### config.mk
export PLATFORM = sky130hd
export DESIGN_NAME = fpg_guard
export DESIGN_NICKNAME = d
export VERILOG_FILES = /design/src/include/fpg_pkg.sv /design/src/rtl/fpg_guard.sv
export VERILOG_INCLUDE_DIRS = /design/src /design/src/include
export SDC_FILE = /design/constraint.sdc
export NUM_CORES = 1
export LEC_CHECK = 0
export BUFFER_PORTS_ARGS = -buffer_cell sky130_fd_sc_hd__buf_2
export CAP_MARGIN = 0
export CORE_ASPECT_RATIO = 1.25
export CORE_UTILIZATION = 35
export DETAILED_ROUTE_END_ITERATION = 12
export PLACE_DENSITY = 0.6
export SYNTH_ARGS = -nofsm -noshare
export SYNTH_HDL_FRONTEND = slang
export SYNTH_SLANG_ARGS = --single-unit
### constraint.sdc
create_clock -name clk_i -period 2.4 [get_ports clk_i]
set_input_delay 0.24 -clock clk_i [delete_from_list [all_inputs] [get_ports clk_i]]
set_output_delay 0.24 -clock clk_i [all_outputs]
set_load 0.02 [all_outputs]
### src/include/fpg_defines.svh
// Constants of the flash and EEPROM write and read-out guard
`ifndef FPG_DEFINES_SVH
`define FPG_DEFINES_SVH
`define FPG_REG_AW 3
`define FPG_REG_KEY 3'h0
`define FPG_REG_CTRL 3'h1
`define FPG_REG_STAT 3'h2
`define FPG_REG_BOOT 3'h3
`define FPG_REG_RLK 3'h4
`define FPG_KEY1 8'hA5
`define FPG_KEY2 8'h5A
`define FPG_CTRL_RELOCK 0
`define FPG_ST_UNL 0
`define FPG_ST_RLK 1
`define FPG_ST_ICP 2
`define FPG_ST_DBG 3
`define FPG_PAGE_BYTES 512
`define FPG_PAGE_LSB 9
`define FPG_PROG_AW 15
`define FPG_PAGE_W 7
`define FPG_PAGES_MAX 7'h40
`define FPG_OPT_BOOT 15'h0001
`define FPG_OPT_RLK 15'h0000
`define FPG_RLK_OFF 8'h00
`define FPG_BOOT_RST 7'h00
`endif

### src/include/fpg_pkg.sv
// Types of the flash and EEPROM write and read-out guard
`include "fpg_defines.svh"
package fpg_pkg;
  typedef enum logic [1:0] {FPG_SP_PROG, FPG_SP_EE, FPG_SP_OPT, FPG_SP_NONE} fpg_space_t;
  typedef enum logic [1:0] {FPG_K_LOCKED, FPG_K_ONE, FPG_K_OPEN} fpg_key_t;
  typedef struct packed {
    logic valid;
    logic wr;
    logic tool;
    fpg_space_t space;
    logic [`FPG_PROG_AW-1:0] addr;
    logic [7:0] data;
  } fpg_req_t;
  typedef struct packed {
    logic wr_ok;
    logic rd_ok;
    logic refused;
  } fpg_ans_t;
  typedef struct packed {
    logic [1:0] mode_meta;
    logic [1:0] mode;
    fpg_key_t key;
    logic unl;
    logic [`FPG_PAGE_W-1:0] boot_pages;
    logic [7:0] rlk_byte;
    fpg_ans_t ans;
    logic erase;
    logic [7:0] rdata;
  } fpg_state_t;
endpackage

### src/rtl/fpg_guard.sv
// Write lock, boot-code region and read-out lock guard for Flash, EEPROM and options
//
// Summary of operation
// - CPU writes to program Flash, EEPROM and options stay locked until explicitly unlocked.
// - Writing both unlock keys in order opens CPU writes to those memories.
// - Boot-code region size is an option value counted in 512-byte pages.
// - Program memory splits into boot-code region up to 32 Kbyte and main rest.
// - Boot-code region stays write-protected for CPU even after unlocking.
// - With read-out lock on, tool access to Flash and EEPROM is refused in ICP or debug mode.
// - Clearing an active read-out lock to 00 triggers a global memory erase.
// - EEPROM writes proceed while code keeps executing from program Flash.
`timescale 1ns/1ps
`default_nettype none
`include "fpg_defines.svh"
module fpg_guard (
  input wire logic clk_i,
  input wire logic reset_i,
  input wire logic [`FPG_REG_AW-1:0] reg_addr_i,
  input wire logic [7:0] reg_wdata_i,
  input wire logic reg_wr_i,
  input wire logic reg_rd_i,
  output logic [7:0] reg_rdata_o,
  input wire logic icp_mode_pin_i,
  input wire logic debug_mode_pin_i,
  input wire logic fetch_active_i,
  input wire fpg_pkg::fpg_req_t req_i,
  output fpg_pkg::fpg_ans_t ans_o,
  output logic erase_o,
  output logic write_unlocked_o
);
  import fpg_pkg::*;

  fpg_state_t st;
  fpg_state_t next_st;

  // Address falls inside the boot-code region
  function automatic logic in_boot(input logic [`FPG_PROG_AW-1:0] addr,
                                   input logic [`FPG_PAGE_W-1:0] pages);
    logic [`FPG_PAGE_W-1:0] page;
    page = {1'b0, addr[`FPG_PROG_AW-1:`FPG_PAGE_LSB]};
    in_boot = page < pages;
  endfunction

  // Whether a request may proceed
  function automatic logic permit(input fpg_req_t r, input logic open,
                                  input logic rlk, input logic in_circuit_programming_mode,
                                  input logic dbg,
                                  input logic [`FPG_PAGE_W-1:0] pages);
    logic blocked;
    blocked = r.tool && rlk && (in_circuit_programming_mode || dbg) && (r.space != FPG_SP_OPT);
    permit = 1'b0;
    if (r.space == FPG_SP_NONE) begin
      permit = 1'b0;
    end else if (!r.wr) begin
      permit = !blocked;
    end else if (r.tool) begin
      permit = (in_circuit_programming_mode || dbg) && !blocked;
    end else if (r.space == FPG_SP_PROG) begin
      permit = open && !in_boot(r.addr, pages);
    end else if (r.space == FPG_SP_OPT) begin
      permit = open && (r.addr != `FPG_OPT_BOOT);
    end else begin
      permit = open;
    end
  endfunction

  logic ok;
  logic rlk_on;

  always_comb begin
    next_st = st;
    next_st.mode_meta = {icp_mode_pin_i, debug_mode_pin_i};
    next_st.mode = st.mode_meta;
    next_st.ans = '0;
    next_st.erase = 1'b0;
    next_st.rdata = 8'h00;
    rlk_on = st.rlk_byte != `FPG_RLK_OFF;
    ok = permit(req_i, st.unl, rlk_on, st.mode[1], st.mode[0], st.boot_pages);
    if (reg_wr_i) begin
      if (reg_addr_i == `FPG_REG_KEY) begin
        case (st.key)
          FPG_K_LOCKED: begin
            next_st.key = (reg_wdata_i == `FPG_KEY1) ? FPG_K_ONE : FPG_K_LOCKED;
          end
          FPG_K_ONE: begin
            next_st.key = (reg_wdata_i == `FPG_KEY2) ? FPG_K_OPEN : FPG_K_LOCKED;
          end
          default: begin
            next_st.key = st.key;
          end
        endcase
      end else if (reg_addr_i == `FPG_REG_CTRL) begin
        if (reg_wdata_i[`FPG_CTRL_RELOCK]) begin
          next_st.key = FPG_K_LOCKED;
        end
      end
    end
    if (reg_rd_i) begin
      if (reg_addr_i == `FPG_REG_STAT) begin
        next_st.rdata[`FPG_ST_UNL] = st.unl;
        next_st.rdata[`FPG_ST_RLK] = rlk_on;
        next_st.rdata[`FPG_ST_ICP] = st.mode[1];
        next_st.rdata[`FPG_ST_DBG] = st.mode[0];
      end else if (reg_addr_i == `FPG_REG_BOOT) begin
        next_st.rdata = {1'b0, st.boot_pages};
      end else if (reg_addr_i == `FPG_REG_RLK) begin
        next_st.rdata = st.rlk_byte;
      end
    end
    if (req_i.valid) begin
      next_st.ans.wr_ok = ok && req_i.wr;
      next_st.ans.rd_ok = ok && !req_i.wr;
      next_st.ans.refused = !ok;
      if (ok && req_i.wr && req_i.space == FPG_SP_OPT) begin
        if (req_i.addr == `FPG_OPT_BOOT) begin
          next_st.boot_pages = (req_i.data[`FPG_PAGE_W-1:0] > `FPG_PAGES_MAX) ?
                               `FPG_PAGES_MAX : req_i.data[`FPG_PAGE_W-1:0];
        end else if (req_i.addr == `FPG_OPT_RLK) begin
          if (rlk_on && req_i.data == `FPG_RLK_OFF) begin
            next_st.erase = 1'b1;
          end
          next_st.rlk_byte = req_i.data;
        end
      end
    end
    next_st.unl = next_st.key == FPG_K_OPEN;
  end

  always_ff @(posedge clk_i or posedge reset_i) begin
    if (reset_i) begin
      st <= '0;
      st.key <= FPG_K_LOCKED;
      st.boot_pages <= `FPG_BOOT_RST;
      st.rlk_byte <= `FPG_RLK_OFF;
    end else begin
      st <= next_st;
    end
  end

  assign reg_rdata_o = st.rdata;
  assign ans_o = st.ans;
  assign erase_o = st.erase;
  assign write_unlocked_o = st.unl;
endmodule
`default_nettype wire

== Yosys cells after proc, flatten, opt, wreduce, memory -nomap -nowiden ==
Index checks and enable logic that the tools add are counted.

* Add/subtract/negate cells: 0
* Div/mod/pow operators: 0
* Multiply operators: 0
* Order comparisons: 2
* Equality and inequality tests: 13
* Bitwise operators: 1
* Multiplexer cells: 23
* Shifts and indexed selects: 0
* Reduce and logical (&&, ||, !) cells: 23

{| class="wikitable"
|+ Operator list
! cell !! number
|-
| 8-bit 2-to-1 mux || 3
|-
| 15-bit by 1-bit equality test with 1-bit output, second input constant || 1
|-
| 15-bit logical NOT || 1
|-
| 15-bit by 1-bit != test with 1-bit output, second input constant || 1
|-
| 4-bit 2-to-1 mux || 3
|-
| 1-bit logical AND || 10
|-
| 1-bit 2-to-1 mux || 10
|-
| 2-bit 2-to-1 mux || 5
|-
| 8-bit by 7-bit equality test with 1-bit output, second input constant || 1
|-
| 8-bit equality test, second input constant || 1
|-
| 8-bit logical NOT || 1
|-
| 8-bit nonzero test || 1
|-
| 7-bit greater-than comparator, second input constant || 1
|-
| 6-bit by 7-bit < comparator with 1-bit output || 1
|-
| 7-bit 2-to-1 mux || 1
|-
| 2-bit equality test, second input constant || 3
|-
| 3-bit by 2-bit equality test with 1-bit output, second input constant || 2
|-
| 1-bit logical NOT || 4
|-
| 2-bit logical NOT || 2
|-
| 2-bit case mux with 2 select lines || 1
|-
| 4-bit AND reduction || 1
|-
| 3-bit by 1-bit equality test with 1-bit output, second input constant || 1
|-
| 3-bit equality test, second input constant || 1
|-
| 3-bit logical NOT || 1
|-
| other kinds (5) || 5
|}

* Memories kept: 0
* Memory bits (read-only): 0
* RAM bits: 0
* Bits in latches: 0
* Flip-flop bits (word level): 34

== Longest topological paths before layout ==
* Depth after elaboration: 13
* Mapped depth: 7
* Depth with buffers taken out: 7

== Worst setup path after synthesis ==
OpenSTA, ideal clock, no wires.

* Kind: reg2reg
* From: reg st[16] (netlist bit)
* To: reg st[12] (netlist bit)
* Buffers on the path: 0
* Library setup time: 125 ps
* Arrival: 1898 ps
* Path slack: 377 ps
* Stages on the path, launching flop included: 6
* Data required time: 2275 ps
* Cell sequence: dfrtp_1 nor4_1 nand2_1 a211o_1 nor4_4 mux2_2

* Cells in the longest elaborated chain, start to end: 12

{| class="wikitable"
|+ RTL lines
! element !! line !! text
|-
| start: declaration || fpg_guard.sv:33 || <nowiki>fpg_state_t st;</nowiki>
|-
| start signal: assignment || fpg_guard.sv:136 || <nowiki>st <= next_st;</nowiki>
|-
| 8-bit nonzero test (no line) (*) || n/a ||
|-
| 1-bit logical AND (*) (3 in a row) || fpg_guard.sv:50 || <nowiki>blocked = r.tool && rlk && (in_circuit_programming_mode || dbg) && (r.space != FPG_SP_OPT);</nowiki>
|-
| 1-bit logical NOT (*) || fpg_guard.sv:55, fpg_guard.sv:57 ||
|-
| 1-bit logical AND || fpg_guard.sv:57 || <nowiki>permit = (in_circuit_programming_mode || dbg) && !blocked;</nowiki>
|-
| 1-bit 2-to-1 mux || fpg_guard.sv:56 || <nowiki>end else if (r.tool) begin</nowiki>
|-
| 1-bit 2-to-1 mux (*) || fpg_guard.sv:54 || <nowiki>end else if (!r.wr) begin</nowiki>
|-
| 1-bit 2-to-1 mux (*) || fpg_guard.sv:52 || <nowiki>if (r.space == FPG_SP_NONE) begin</nowiki>
|-
| 1-bit logical AND (*) (2 in a row) || fpg_guard.sv:114 || <nowiki>if (ok && req_i.wr && req_i.space == FPG_SP_OPT) begin</nowiki>
|-
| 4-bit AND reduction (no line) (*) || n/a ||
|}

Every way passes the cells marked *; elsewhere a longest branch is shown, timed or not.
A chain may end at the register's enable or synchronous reset.

== Final worst setup path ==
* From: reg st[16] (netlist bit)
* To: reg st[26] (netlist bit)

* Cells in the longest elaborated chain, start to end: 12

{| class="wikitable"
|+ RTL lines
! element !! line
|-
| 8-bit nonzero test (no line) (*) || n/a
|-
| 1-bit logical AND (*) (3 in a row) || fpg_guard.sv:50
|-
| 1-bit logical NOT (*) || fpg_guard.sv:55, fpg_guard.sv:57
|-
| 1-bit logical AND || fpg_guard.sv:57
|-
| 1-bit 2-to-1 mux || fpg_guard.sv:56
|-
| 1-bit 2-to-1 mux (*) || fpg_guard.sv:54
|-
| 1-bit 2-to-1 mux (*) || fpg_guard.sv:52
|-
| 1-bit logical AND (*) (2 in a row) || fpg_guard.sv:114
|-
| 3-bit AND reduction (no line) (*) || n/a
|}

Marks and branches as above.

==> Flow_metrics.wiki <==
{| class="wikitable"
! Metric !! Value
|-
| Run status || complete, no violations
|-
| Number of iterations in the first detailed-routing pass || 4
|-
| Area of all placed cells without fillers || 2120 um^2
|-
| Die extent in x || 65.3 um
|-
| Critical Setup Path Class || register to register
|-
| Upper clock frequency limit || 0.446 GHz
|-
| Sinks on Clock Net || 34
|-
| Max-slew violation count || 0
|-
| Area contributors post-synth || dfrtp_1 49%, buf_4 5.1%, mux2_2 5.1%, ha_1 3.6%, nand2_1 3.4%
|-
| Worst slew margin relative to its limit || 63.9%
|-
| Slack of the worst reg-to-reg path || 0.16 ns
|-
| Largest family of logic cells by synthesized area || simple AND/OR/NAND/NOR gates
|-
| Post_cts resized || 0
|-
| Clock transition at the registers of the reported paths || around 0.060 ns
|-
| Final core utilization || 44.6%
|-
| Cts bufs inserted || 5
|-
| Total detailed-routing wirelength || 3710 um
|-
| Setup repair bufs after CTS || 0
|-
| Slowest-stage cell, CP || or3_1
|-
| Synthesized netlist net count || approximately 220
|-
| Final setup vio count || 0
|-
| Adder and majority gate portion of the synthesized area || 3.57%
|-
| Lkg Pwr || 1.11 nW
|-
| Max VDD drop || 0.268 mV
|-
| Footprint of the flip-flops and latches || between 800 and 900 um^2
|-
| Startpoint type of the worst setup path || register
|-
| Fraction of final layout cells sized beyond drive strength 1 || 35.3%
|-
| Post-synthesis cell count || roughly 170
|-
| Post-synthesis area per instance || 10.5 um^2
|-
| Via count of the first global-routing pass || 1364
|-
| Count of warnings emitted by yosys || 0
|-
| Worst min-delay path class || input pin to asynchronous set/reset pin
|-
| Global route overflow || 0
|-
| Worst-Margin Slew || 0.541 ns
|-
| Category of cells accounting for the largest share of critical-path delay || simple AND/OR/NAND/NOR gates
|-
| Final hold slack || 0.0385 ns
|-
| Cell area reported after detailed placement || 2050 um^2
|-
| Final antenna-violating net count || 0
|-
| Parity-gate share of the synthesized area counting xor and xnor cells || 0%
|-
| Via-to-Cell Ratio || roughly 4.9
|-
| Area fraction in compound gates after synthesis || 10.0%
|-
| Synth Area in Simple Gates || approximately a fifth
|-
| Cell area after synthesis || 1750 um^2
|-
| Critical Path Sink Type || register
|-
| Mux cell area share after synthesis || 9.72%
|-
| Vert. Die Dim || 81.1 um
|-
| Buffers on Ports || 57
|-
| Crit path buffers/inverters || 0
|-
| Most common library cell in the layout ignoring fill and taps || buf_2
|-
| Global-route usage over all layers || 15.7%
|-
| H-Tree Level Count || 2
|-
| Register area share after synthesis || 48.6%
|-
| Maximum number of pins on one net before global-route repair || 35
|-
| Maximum buffer depth of the clock tree || 2
|-
| CP peak stage delay || 0.57 ns
|-
| Global-route wire length before repair || approximately 6000 um
|-
| Max-cap violation count || 0
|-
| Overall power of the completed layout || 0.00109 W
|-
| Top-area cell type share of the netlist area || approximately half
|-
| Clock tree skew after final layout || between 0.002 and 0.003 ns
|-
| Placement row count || 28
|-
| Minimum clock period after layout || between 2 and 2.5 ns
|-
| Cells along the critical path || nor4_1 -> nand2_1 -> a211o_1 -> or3_1 -> mux2_4
|-
| Total negative slack for setup checks || 0 ns
|-
| Area occupied by multi-input gates || 776 um^2
|-
| Via Count || 1384
|-
| Endpoint required time on the critical path || 2.57 ns
|-
| Clock tree root driver cell || clkbuf_8
|-
| Final GP Congestion || 0.837
|-
| Commonest cells after routing, fill and taps aside || 57 x buf_2, 34 x dfrtp_1, 16 x nand2_1
|-
| Power Dens Cells || 512 nW/um^2
|-
| Effective utilization at floorplan || 36.7%
|-
| Drt wl/cell || approximately 13 um
|-
| Worst Path Arrival || 2.41 ns
|-
| Antenna Cells || 0
|-
| CTS tree || done
|-
| First DRT Iteration DRCs || 52
|-
| Final worst-path cycle share || 93.5%
|-
| Synth unique cells || 35
|-
| Post-route DRC violation count || 0
|-
| Clock latency on the worst-skew pair || 0.28 ns
|-
| Half-perimeter wire length after detailed placement || 3020 um
|-
| Total of flip-flops plus latches after synthesis || 34
|-
| I/O pins || 59
|-
| Yosys top cell by area || dfrtp_1
|-
| Unrepaired setup endpoints after global routing || no
|-
| Area growth, synth to finish || 21.3%
|-
| CTS hold repair buffers || 0
|-
| Number of antenna violations at the first check in global routing || 0
|-
| Fill cell total of the finished layout || 486
|-
| Number of hold-slack violations in the final timing report || 0
|-
| DIE AREA || 5290 um^2
|-
| # nets final || 272
|-
| Floorplan Core Area || between 4000 and 5000 um^2
|-
| Top fanout value on the critical path || 7
|}
==> routing by layer <==
| metal | wire (um) | vias up | track usage (%) |
|---|---|---|---|
| met1 | 1640 | 633 | 18.0 |
| li1 | - | 694 | - |
| met4 | 95 | 0 | 8.70 |
| met2 | 1770 | 49 | 26.7 |
| met5 | 0 | - | 0 |
| met3 | 201 | 8 | 3.51 |
==> Yosys cell counts (all sizes together) <==
cell type  instances
a211o              1
a21boi             1
a21oi              8
a31oi              1
a32o               1
a32oi              3
a41oi              1
and3               1
and4               1
and4b              1
buf               12
clkbuf             1
dfrtp             34
ha                 5
inv                8
mux2              10
mux2i              5
nand2             16
nand2b             8
nand3              2
nand4              2
nor2               8
nor2b              8
nor3               1
nor3b              2
nor4               8
nor4b              2
nor4bb             2
o2111ai            1
o21ai              9
o22ai              1
o31ai              1
or3                1
==> power by group <==
part,total [W],switching (W),internal (W)
clock,0.000379,0.000180,0.000199
sequential,0.000585,0.00000249,0.000583
combinational,0.000123,0.0000707,0.0000526
==> worst reg2reg max path, stage by stage, from the launching register on <==
cell     delay (ns)
dfrtp_1        0.39
nor4_1         0.35
nand2_1        0.14
a211o_1        0.33
or3_1          0.57
mux2_4         0.35
==> cells by family (layout without fill, tap and decap cells) <==
logic type,count (synthesis),after routing
DFF,34,34
buffers and inverters,21,76
muxes,15,15
AOI/OAI and AO/OA,28,28
adders and majority gates,5,5
and+or+nand+nor,63,63
==> final timing paths <==
check	cells after the start	end	startpoint
worst min-delay path	3	reg_rdata_o[0]	reset_i
worst min register to register	0	st[30]	next_st[30]
max in group asynchronous	3	st[28]	reset_i
min in group clk_i	1	next_st[30]	debug_mode_pin_i
worst max register to register	5	st[26]	st[16]
worst max-delay path	5	st[26]	st[16]
==> stage by stage <==
stage / worst slack, ns / cells
floorplan: 0.377 / 166
global placement: 0.153 / 274
detailed placement: 0.141 / 274
CTS: 0.126 / 281
global route: 0.0766 / 281
finish: 0.157 / 281
==> registers in the layout, summed over array words and instances (netlist names) <==
register,cells
write_unlocked_o,1
next_st,2
erase_o,1
ans_o,3
st,19
reg_rdata_o,8
==> layout make-up <==
cell class / count / share of cell area [%]
Timing Repair Buffer: 61 / 14.8
Multi-Input combinational cell: 111 / 36.5
Sequential cell: 34 / 40.1
Clock buffer: 7 / 3.59
Inverter: 8 / 1.41
Tap cell: 60 / 3.54
Power figures use the tool's default switching activity.
